==> src/rtl/rsq_consts.vh <==
// constants of the reset initialization sequencer
`ifndef RSQ_CONSTS_VH
`define RSQ_CONSTS_VH

// ****************************************************************
// register map
// ****************************************************************
`define RSQ_ADDR_W           4
`define RSQ_OFF_CTRL         4'h0
`define RSQ_OFF_STATUS       4'h4
`define RSQ_OFF_STRAPS       4'h8

// control register fields
`define RSQ_CTRL_HRST_REQ    0
`define RSQ_CTRL_SRST_DRV    1
`define RSQ_CTRL_RESET       32'h0000_0000

// status register fields
`define RSQ_ST_STATE_LO      0
`define RSQ_ST_STATE_HI      1
`define RSQ_ST_LOCKED        2
`define RSQ_ST_TIMEOUT       3
`define RSQ_ST_FUNC_DRV      4
`define RSQ_ST_LINE_LVL      5
`define RSQ_ST_AGENT         6

// strap register fields
`define RSQ_SP_SRC_LO        0
`define RSQ_SP_SRC_HI        3
`define RSQ_SP_DIV           4
`define RSQ_SP_LBMUX         5

// ****************************************************************
// timing
// ****************************************************************
`define RSQ_CLK_MHZ          100
`define RSQ_HOLD_TICKS       512
`define RSQ_GAP_TICKS        16
`define RSQ_EXT_TICKS        32
`define RSQ_FUNC_TICKS       1
`define RSQ_LOCK_US          100
`define RSQ_LOCK_CYCLES      (`RSQ_LOCK_US * `RSQ_CLK_MHZ)
`define RSQ_TURNOFF_NS       4
`define RSQ_STRAP_W          6

`endif

==> src/rtl/rsq_sync.v <==
// two flip-flop synchroniser for pin-level inputs
module rsq_sync #(
	parameter W = 1
) (
	// clock and reset
	input  wire         clk_i,
	input  wire         rst_i,
	// asynchronous levels in, synchronous levels out
	input  wire [W-1:0] d_i,
	output wire [W-1:0] q_o
);

	reg [W-1:0] meta_reg;
	reg [W-1:0] sync_reg;

	// the first stage feeds only the second stage
	always @(posedge clk_i or posedge rst_i)
	begin
		if (rst_i)
		begin
			meta_reg <= {W{1'b0}};
			sync_reg <= {W{1'b0}};
		end
		else
		begin
			meta_reg <= d_i;
			sync_reg <= meta_reg;
		end
	end

	assign q_o = sync_reg;

endmodule

==> src/rtl/rsq_top.v <==
// reset initialization sequencer: strap capture, hard reset drive, pin release
`include "rsq_consts.vh"

module rsq_top #(
	parameter HOLD_TICKS  = `RSQ_HOLD_TICKS,
	parameter GAP_TICKS   = `RSQ_GAP_TICKS,
	parameter EXT_TICKS   = `RSQ_EXT_TICKS,
	parameter FUNC_TICKS  = `RSQ_FUNC_TICKS,
	parameter LOCK_CYCLES = `RSQ_LOCK_CYCLES
) (
	// clock and reset
	input  wire                     clk_i,
	input  wire                     rst_i,
	// reset pins
	input  wire                     power_on_reset_in_n_i,
	input  wire                     hard_reset_line_i,
	output wire                     hard_reset_line_o,
	output wire                     hard_reset_line_oe_n_o,
	input  wire                     soft_reset_line_i,
	output wire                     soft_reset_line_o,
	output wire                     soft_reset_line_oe_n_o,
	// clock pins and mode
	input  wire                     primary_clock_input_i,
	input  wire                     agent_clock_input_i,
	input  wire                     agent_mode_i,
	input  wire                     pll_lock_i,
	// shared strap pins: source[3:0], divide, bus mux
	input  wire [`RSQ_STRAP_W-1:0]  strap_pin_i,
	output wire [`RSQ_STRAP_W-1:0]  strap_pin_o,
	output wire [`RSQ_STRAP_W-1:0]  strap_pin_oe_n_o,
	input  wire [`RSQ_STRAP_W-1:0]  func_out_i,
	// latched configuration and core reset
	output wire [3:0]               reset_source_strap_o,
	output wire                     input_clock_divide_strap_o,
	output wire                     local_bus_mux_strap_o,
	output wire                     core_reset_o,
	// register port
	input  wire [`RSQ_ADDR_W-1:0]   reg_addr_i,
	input  wire [31:0]              reg_wdata_i,
	input  wire                     reg_wr_i,
	input  wire                     reg_rd_i,
	output wire [31:0]              reg_rdata_o
);

	// ****************************************************************
	// states and storage
	// ****************************************************************
	localparam [1:0] ST_POR     = 2'h0;
	localparam [1:0] ST_ASSERT  = 2'h1;
	localparam [1:0] ST_RELEASE = 2'h2;
	localparam [1:0] ST_RUN     = 2'h3;
	localparam [9:0] HOLD_N     = HOLD_TICKS;
	localparam [9:0] GAP_N      = GAP_TICKS;
	localparam [9:0] EXT_N      = EXT_TICKS;
	localparam [9:0] FUNC_N     = FUNC_TICKS;
	localparam [15:0] LOCK_N    = LOCK_CYCLES;

	reg [1:0]               state_reg, state_next;
	reg [9:0]               cnt_reg, cnt_next;
	reg [9:0]               gap_reg, gap_next;
	reg [9:0]               ext_reg, ext_next;
	reg [15:0]              lock_reg, lock_next;
	reg                     timeout_reg, timeout_next;
	reg [`RSQ_STRAP_W-1:0]  straps_reg, straps_next;
	reg                     agent_reg, agent_next;
	reg                     func_drv_reg;
	reg [`RSQ_STRAP_W-1:0]  func_data_reg;
	reg [31:0]              ctrl_reg;
	reg [31:0]              rdata_reg;
	reg                     pclk_d_reg, aclk_d_reg, div_ph_reg;

	wire [11:0]             sync_in;
	wire                    por_n_s, line_s, pclk_s, aclk_s, lock_s, agent_s;
	wire [`RSQ_STRAP_W-1:0] strap_s;
	wire                    pclk_rise, aclk_rise, tick;
	wire                    mode_agent, div_sel, hrst_req, line_low_n;

	// ****************************************************************
	// pin synchronisation and sync clock tick
	// ****************************************************************
	// every pin level but the soft reset line passes two flops; the clock pins are sampled as levels
	rsq_sync #(
		.W (12)
	) u_sync (
		.clk_i (clk_i),
		.rst_i (rst_i),
		.d_i   ({power_on_reset_in_n_i, hard_reset_line_i, primary_clock_input_i,
		         agent_clock_input_i, pll_lock_i, agent_mode_i, strap_pin_i}),
		.q_o   (sync_in)
	);

	assign por_n_s = sync_in[11];
	assign line_s  = sync_in[10];
	assign pclk_s  = sync_in[9];
	assign aclk_s  = sync_in[8];
	assign lock_s  = sync_in[7];
	assign agent_s = sync_in[6];
	assign strap_s = sync_in[5:0];

	// before the straps are latched the live divide strap steers the tick
	assign mode_agent = (state_reg == ST_POR) ? agent_s : agent_reg;
	assign div_sel    = (state_reg == ST_POR) ? strap_s[`RSQ_SP_DIV] : straps_reg[`RSQ_SP_DIV];
	assign pclk_rise  = pclk_s & ~pclk_d_reg;
	assign aclk_rise  = aclk_s & ~aclk_d_reg;
	// host: primary edges, every other one when the divide strap is set; agent: agent clock edges only
	assign tick = mode_agent ? aclk_rise
	            : (pclk_rise & (~div_sel | div_ph_reg));

	always @(posedge clk_i or posedge rst_i)
	begin
		if (rst_i)
		begin
			pclk_d_reg <= 1'b0;
			aclk_d_reg <= 1'b0;
			div_ph_reg <= 1'b0;
		end
		else
		begin
			pclk_d_reg <= pclk_s;
			aclk_d_reg <= aclk_s;
			if (pclk_rise)
				div_ph_reg <= ~div_ph_reg;
		end
	end

	// ****************************************************************
	// sequencer
	// ****************************************************************
	assign hrst_req   = ctrl_reg[`RSQ_CTRL_HRST_REQ];
	assign line_low_n = line_s;

	// next-state logic; counters saturate so they never wrap
	always @*
	begin
		state_next   = state_reg;
		cnt_next     = cnt_reg;
		gap_next     = gap_reg;
		ext_next     = ext_reg;
		lock_next    = lock_reg;
		timeout_next = timeout_reg;
		straps_next  = straps_reg;
		agent_next   = agent_reg;
		case (state_reg)
			ST_POR:
			begin
				// straps meet their setup before the release, so take them now
				if (por_n_s)
				begin
					straps_next = strap_s;
					agent_next  = agent_s;
					state_next  = ST_ASSERT;
					cnt_next    = 10'h000;
					lock_next   = 16'h0000;
				end
			end
			ST_ASSERT:
			begin
				if (tick && cnt_reg != HOLD_N)
					cnt_next = cnt_reg + 10'h001;
				if (!lock_s && lock_reg != LOCK_N)
					lock_next = lock_reg + 16'h0001;
				// a missed lock is flagged; the line stays held until lock
				if (!lock_s && lock_reg == LOCK_N - 16'h0001)
					timeout_next = 1'b1;
				if (cnt_reg == HOLD_N && lock_s)
				begin
					state_next = ST_RELEASE;
					cnt_next   = 10'h000;
					gap_next   = 10'h000;
				end
			end
			ST_RELEASE:
			begin
				if (tick && gap_reg != GAP_N)
					gap_next = gap_reg + 10'h001;
				// one extra edge so a full period passes after the line rises
				if (!line_low_n)
					cnt_next = 10'h000;
				else if (tick && cnt_reg != FUNC_N + 10'h001)
					cnt_next = cnt_reg + 10'h001;
				if (line_low_n && cnt_reg == FUNC_N + 10'h001)
				begin
					state_next = ST_RUN;
					ext_next   = 10'h000;
				end
			end
			ST_RUN:
			begin
				if (tick && gap_reg != GAP_N)
					gap_next = gap_reg + 10'h001;
				if (line_low_n)
					ext_next = 10'h000;
				else if (tick && ext_reg != EXT_N)
					ext_next = ext_reg + 10'h001;
				// outside pulse long enough, or software request, restarts
				if ((ext_reg == EXT_N || hrst_req) && gap_reg == GAP_N)
				begin
					state_next = ST_ASSERT;
					cnt_next   = 10'h000;
					lock_next  = 16'h0000;
				end
			end
			default:
				state_next = ST_POR;
		endcase
		// power-on reset overrides every state
		if (!por_n_s)
			state_next = ST_POR;
		// clear by writing one; a timeout in the same cycle wins only while the flag is clear
		if (reg_wr_i && reg_addr_i == `RSQ_OFF_STATUS &&
		    reg_wdata_i[`RSQ_ST_TIMEOUT] && !(timeout_next && !timeout_reg))
			timeout_next = 1'b0;
	end

	always @(posedge clk_i or posedge rst_i)
	begin
		if (rst_i)
		begin
			state_reg   <= ST_POR;
			cnt_reg     <= 10'h000;
			gap_reg     <= 10'h000;
			ext_reg     <= 10'h000;
			lock_reg    <= 16'h0000;
			timeout_reg <= 1'b0;
			straps_reg  <= {`RSQ_STRAP_W{1'b0}};
			agent_reg   <= 1'b0;
		end
		else
		begin
			state_reg   <= state_next;
			cnt_reg     <= cnt_next;
			gap_reg     <= gap_next;
			ext_reg     <= ext_next;
			lock_reg    <= lock_next;
			timeout_reg <= timeout_next;
			straps_reg  <= straps_next;
			agent_reg   <= agent_next;
		end
	end

	// ****************************************************************
	// pins
	// ****************************************************************
	// functional drive only in run; data registered from the user side
	always @(posedge clk_i or posedge rst_i)
	begin
		if (rst_i)
		begin
			func_drv_reg  <= 1'b0;
			func_data_reg <= {`RSQ_STRAP_W{1'b0}};
		end
		else
		begin
			func_drv_reg  <= (state_next == ST_RUN);
			func_data_reg <= func_out_i;
		end
	end

	// reset lines only ever pull low; the enable alone carries the level
	assign hard_reset_line_o      = 1'b0;
	assign hard_reset_line_oe_n_o = ~(state_reg == ST_ASSERT) | ~por_n_s;
	assign soft_reset_line_o      = 1'b0;
	assign soft_reset_line_oe_n_o = ~ctrl_reg[`RSQ_CTRL_SRST_DRV];

	// the raw pin gates the enable: a synchroniser is far slower than 4 ns
	assign strap_pin_o      = func_data_reg;
	assign strap_pin_oe_n_o = {`RSQ_STRAP_W{~(func_drv_reg & hard_reset_line_i)}};

	// straps stay valid until the line negates, so latched values hold
	assign reset_source_strap_o       = straps_reg[`RSQ_SP_SRC_HI:`RSQ_SP_SRC_LO];
	assign input_clock_divide_strap_o = straps_reg[`RSQ_SP_DIV];
	assign local_bus_mux_strap_o      = straps_reg[`RSQ_SP_LBMUX];
	assign core_reset_o               = ~func_drv_reg;

	// ****************************************************************
	// register port
	// ****************************************************************
	// hard reset request is a pulse bit; it clears once the flow restarts
	always @(posedge clk_i or posedge rst_i)
	begin
		if (rst_i)
			ctrl_reg <= `RSQ_CTRL_RESET;
		else if (reg_wr_i && reg_addr_i == `RSQ_OFF_CTRL)
			ctrl_reg <= {30'h0000_0000, reg_wdata_i[`RSQ_CTRL_SRST_DRV],
			             reg_wdata_i[`RSQ_CTRL_HRST_REQ]};
		else if (state_reg == ST_ASSERT)
			ctrl_reg[`RSQ_CTRL_HRST_REQ] <= 1'b0;
	end

	// read data stand one cycle after the strobe; unmapped reads give zero
	always @(posedge clk_i or posedge rst_i)
	begin
		if (rst_i)
			rdata_reg <= 32'h0000_0000;
		else if (reg_rd_i)
		begin
			case (reg_addr_i)
				`RSQ_OFF_CTRL:   rdata_reg <= ctrl_reg;
				`RSQ_OFF_STATUS: rdata_reg <= {25'h000_0000, agent_reg, line_s, func_drv_reg,
				                               timeout_reg, lock_s, state_reg};
				`RSQ_OFF_STRAPS: rdata_reg <= {26'h000_0000, straps_reg};
				default:         rdata_reg <= 32'h0000_0000;
			endcase
		end
		else
			rdata_reg <= 32'h0000_0000;
	end

	assign reg_rdata_o = rdata_reg;

endmodule

==> config.mk <==
export PLATFORM = sky130hd
export DESIGN_NAME = rsq_top
export DESIGN_NICKNAME = d
export VERILOG_FILES = /design/src/rtl/rsq_sync.v /design/src/rtl/rsq_top.v
export VERILOG_INCLUDE_DIRS = /design/src /design/src/rtl
export SDC_FILE = /design/constraint.sdc
export NUM_CORES = 1
export LEC_CHECK = 0
export ABC_AREA = 1
export BUFFER_PORTS_ARGS = -buffer_cell sky130_fd_sc_hd__buf_2
export CORE_UTILIZATION = 50
export DETAILED_ROUTE_END_ITERATION = 16
export GPL_TIMING_DRIVEN = 1
export PLACE_DENSITY = 0.77
export SLEW_MARGIN = 5
export SYNTH_ARGS = -nofsm -noshare
export SYNTH_HDL_FRONTEND = slang
export SYNTH_SLANG_ARGS = --single-unit
export TNS_END_PERCENT = 50
==> constraint.sdc <==
create_clock -name clk_i -period 9.4 [get_ports clk_i]
set_clock_uncertainty 0.2 [all_clocks]
set_input_delay 0.94 -clock clk_i [delete_from_list [all_inputs] [get_ports clk_i]]
set_output_delay 0.94 -clock clk_i [all_outputs]
set_load 0.05 [all_outputs]
After elaboration in Yosys (flattened, before gate mapping)
Cells that the tools add are included.
{"block": "word_totals", "word_cells": 125, "regBits": 124, "input_bits": 59, "output_inout_bits": 55}
{"block": "op_classes", "bitwise_logic": 15, "muxes": 33, "addsub": 4, "reduce_logical": 30, "n_eq_ne": 25}
{"op": "two-way mux 10 bit", "n": 11}
{"op": "two-way mux 16 bit", "n": 3}
{"op": "one-hot mux 16 bit (3 select lines)", "n": 1}
{"op": "one-hot mux 10 bit (2 select lines)", "n": 2}
{"op": "one-hot mux 10 bit (4 select lines)", "n": 1}
{"op": "two-way mux 32 bit", "n": 1}
{"op": "adder 10 x 1 -> 10 bit, second input constant", "n": 3}
{"op": "one-hot mux 7 bit (3 select lines)", "n": 1}
{"op": "adder 16 x 1 -> 16 bit, second input constant", "n": 1}
{"op": "equality test 16 x 14 -> 1 bit, second input constant", "n": 1}
{"op": "inequality test 16 x 14 -> 1 bit, second input constant", "n": 1}
{"op": "logical AND 1 bit", "n": 14}
{"op": "equality test 10 bit, second input constant", "n": 1}
{"op": "equality test 10 x 2 -> 1 bit, second input constant", "n": 1}
{"op": "equality test 10 x 5 -> 1 bit, second input constant", "n": 1}
{"op": "equality test 10 x 6 -> 1 bit, second input constant", "n": 1}
{"op": "inequality test 10 bit, second input constant", "n": 1}
{"op": "inequality test 10 x 2 -> 1 bit, second input constant", "n": 1}
{"op": "inequality test 10 x 5 -> 1 bit, second input constant", "n": 1}
{"op": "inequality test 10 x 6 -> 1 bit, second input constant", "n": 1}
{"op": "NOT 1 bit", "n": 9}
{"op": "two-way mux 1 bit", "n": 8}
{"op": "two-way mux 2 bit", "n": 4}
{"op": "inequality test 2 bit, second input constant", "n": 4}
{"op": "other kinds (20)", "n": 34}

Depth between registers and ports, before layout
{"block": "depth", "word_depth": 10, "ltp_mapped": 14, "mapped_depth_nobuf": 14}

Modules after synthesis
From an unflattened synthesis, not the netlist that was laid out.
{"block": "unflattened", "cells_unflattened": 688, "hier_area_um2": 5524.0}
{"mod": "rsq_top", "n_inst": 1, "seq_area_each_um2": 1876.8, "area_per_inst_um2": 4919.7, "cells_each": 663}
{"mod": "rsq_sync", "n_inst": 1, "seq_area_each_um2": 600.6, "area_per_inst_um2": 604.3, "cells_each": 25}

Worst setup path before layout
No wires, ideal clock.
{"block": "synth_path", "path_kind": "input to output", "from": "in hard_reset_line_i", "to": "out strap_pin_oe_n_o[1]", "required_ns": 8.260, "t_arrival_ns": 1.651, "n_path_buf": 1, "stages": 2, "slack_ns": 6.609, "path_cell_list": "nand2_1 > buf_4"}
{"block": "synth_between", "elab_chain_cells": 2}
{"item": "start, declared", "line": "rsq_top.v:16", "text": "input wire hard_reset_line_i,"}
{"item": "AND 1 bit", "line": "rsq_top.v:267", "text": "assign strap_pin_oe_n_o = {`RSQ_STRAP_W{~(func_drv_reg & hard_reset_line_i)}};"}
{"item": "NOT 1 bit", "line": "rsq_top.v:267"}
{"item": "end, declared", "line": "rsq_top.v:30", "text": "output wire [`RSQ_STRAP_W-1:0] strap_pin_oe_n_o,"}
No other way between the ends.

Worst setup path in the final report
{"block": "layout_path", "from": "reg state_reg[1]", "to": "out hard_reset_line_oe_n_o"}
{"block": "layout_between", "elab_chain_cells": 3}
{"item": "start, declared", "line": "rsq_top.v:58", "text": "reg [1:0] state_reg, state_next;"}
{"item": "start signal, assigned", "line": "rsq_top.v:230", "text": "state_reg <= state_next;"}
{"item": "equality test 2 x 1 -> 1 bit", "line": "rsq_top.v:261", "text": "assign hard_reset_line_oe_n_o = ~(state_reg == ST_ASSERT) | ~por_n_s;"}
{"item": "NOT 1 bit", "line": "rsq_top.v:261"}
{"item": "bitwise OR 1 bit", "line": "rsq_top.v:261"}
{"item": "end, declared", "line": "rsq_top.v:18", "text": "output wire hard_reset_line_oe_n_o,"}
No other way between the ends.

==> qor.yml <==
floorplanning:
  start_util: 0.518
  dieHeight_um: 106
  ios: 114
  die_area_mm2: 0.0112
  core_mm2: 0.0104
  die_x_um: 106
  std_cell_rows: 37
finish:
  final_core_utilization: 0.559
  syn2layout_area_growth_pct: 7.93
  nNetsFinal: 813
  fin_cells: 881
  fill_cells: 961
  drive_gt1_frac: 0.140
  largest_reg_flops: 16
  regArea_mm2: 0.00248
  antennaDiodeCount: 0
  layout_common_cells: "nand2_1, dfrtp_1, nor2_1"
  multi_input_area_mm2: 0.00238
  final_common_cell: "nand2_1"
sta:
  timing.final.crit_period_ns: 3.02
  finalCritPeriodShare: 0.321
  finalHoldViolCount: 0
  finalMaxSlewViolations: 0
  fmax_ghz: 0.332
  max_slew_margin: 0.450
  setup_viol: 0
  setup_tns_ns: 0
  worst_pin_slew_ns: 0.820
  rsz0062_at_grt: "no"
placement:
  placed_cells: 865
  gp_congestion: 0.907
  dp_hpwl_um: 7600
  io_buffers: 56
yosys:
  synth.distinct_cells: 32
  syn_area_mm2: 0.00540
  ys_seq_area_frac: 0.459
  postSynthCellCount: 694
  syn_area_per_cell_um2: 7.78
  ys.warnings.count: 0
  synth.ff_latch_count: 99
power:
  total_power_mw: 0.857
  p_leak_nw: 2.90
  power.density_mw_per_mm2: 147
  peakVddDrop_mv: 0.138
worst_setup_path:
  setup.worst_path.start_class: "flop"
  worstSetupEndpointType: "output port"
  crit_required_ns: 8.26
  crit_arrival_ns: 1.88
  crit_type: "flop to output port"
  cp_max_fo: 10
clock_tree:
  numCtsBuffers: 9
  clockRootBuffer: "clkbuf_8"
  h-tree-depth: 3
  clk_pin_slew_ns: 0.11
  cts.sinks: 99
  cts_resized: 0
  clock_path_buffers: 2
  tritoncts: "yes"
  insertion_delay_ns: 0.38
  post_cts_buffers: 0
  cts-hold-fix-buffers: 0
drt:
  avgRoutedWirePerCell_um: 12.0
  wl_um: 10500
  drc_errors: 0
  viasPerCell: 5.04
  drt_iter0_drc: 231
  ant_nets: 0
  firstDrtPassIters: 4
  vias: 4436
grt:
  grt_pass1_vias: 4064
  grt_antenna_before_repair: 0
  grt_usage: 0.200
  grt_start_max_net_pins: 54
  grt_pass1_wl_um: 18100
  grt_overflow: 0
run_status:
  run_status: "complete, no violations"
run:
  maxCapViolations: 0
worst_hold_path:
  min_path_type: "flop to flop"
## power by group
group	internal (mW)	leakage (nW)	switching (mW)	total, mW
registers	0.443	1.28	0.0121	0.455
clock network	0.109	0.106	0.172	0.281
logic	0.0248	1.51	0.0958	0.121
## Yosys cell counts
library cell	number	share of area
dfrtp_1	99	0.46
o21bai_1	1	0.0014
nand3_2	1	0.0019
inv_2	11	0.0076
clkbuf_1	3	0.0021
mux2_2	5	0.010
or2_2	1	0.0012
buf_6	3	0.0063
a21oi_1	16	0.015
o21ai_1	21	0.019
nor2_1	75	0.052
nand3b_1	3	0.0042
nor3_1	13	0.012
clkbuf_2	1	0.00093
nor3b_1	4	0.0056
nor2_2	3	0.0035
nand2_1	209	0.15
clkinv_1	1	0.00069
nor2_4	3	0.0063
xor2_1	19	0.031
nand4_1	14	0.016
nand2_2	6	0.0070
conb_1	1	0.00069
buf_4	33	0.046
ha_1	14	0.032
inv_1	67	0.047
a32o_1	1	0.0019
o21ai_0	9	0.0083
o221ai_1	2	0.0032
nand3_1	45	0.042
xnor2_1	2	0.0032
buf_2	8	0.0074
## metrics by stage
| step | hold slack [ns] | worst slack, ns | cell area (um^2) |
|---|---|---|---|
| 6_report | 0.157 | 6.38 | 5830 |
| 3_5_place_dp | 0.135 | 6.77 | 5620 |
| 3_3_place_gp | 0.132 | 6.82 | 5620 |
| 5_1_grt | 0.162 | 6.28 | 5830 |
| 4_1_cts | 0.156 | 6.41 | 5830 |
| 2_1_floorplan | 0.131 | 5.67 | 5500 |
## layer usage
layer | GRT usage | part of all wire | up-vias
met5 | 0 | 0 | -
met4 | 0.0784 | 0.017 | 0
met3 | 0.0349 | 0.041 | 13
met2 | 0.337 | 0.48 | 127
met1 | 0.259 | 0.46 | 2092
li1 | - | - | 2204
## worst paths after layout
path / start / end / slack (ns) / depth (start not counted)
min reg2reg: u_sync.meta_reg[9] / u_sync.q_o[9] / 0.16 / 0
min in group asynchronous: rst_i / straps_reg[5] / 0.40 / 2
max: state_reg[1] / hard_reset_line_oe_n_o / 6.38 / 4
min: u_sync.meta_reg[9] / u_sync.q_o[9] / 0.16 / 0
max in group asynchronous: rst_i / cnt_reg[3] / 7.54 / 3
max reg2reg: state_reg[1] / gap_reg[8] / 6.71 / 13
## layout make-up
| type | count | share of cell area |
|---|---|---|
| Inverter | 79 | 0.0513 |
| Timing Repair Buffer | 57 | 0.0494 |
| Tap cell | 136 | 0.0292 |
| Multi-Input combinational cell | 494 | 0.409 |
| Clock buffer | 9 | 0.0213 |
| Clock inverter | 7 | 0.0144 |
| Sequential cell | 99 | 0.425 |
## cells by family after synthesis
family,synth area share
other cells,0.000695
mux,0.0104
buf+inv,0.117
fa+ha+maj,0.0324
simple gates,0.297
compound gates,0.0491
xor+xnor,0.0341
flops,0.459
## critical path: stages, from the launching register on
cell     delay (ns)
dfrtp_1        0.43
inv_1          0.17
ha_1           0.50
nand2_1        0.14
buf_2          0.25
No activity file was read; power rests on OpenSTA's default activity.
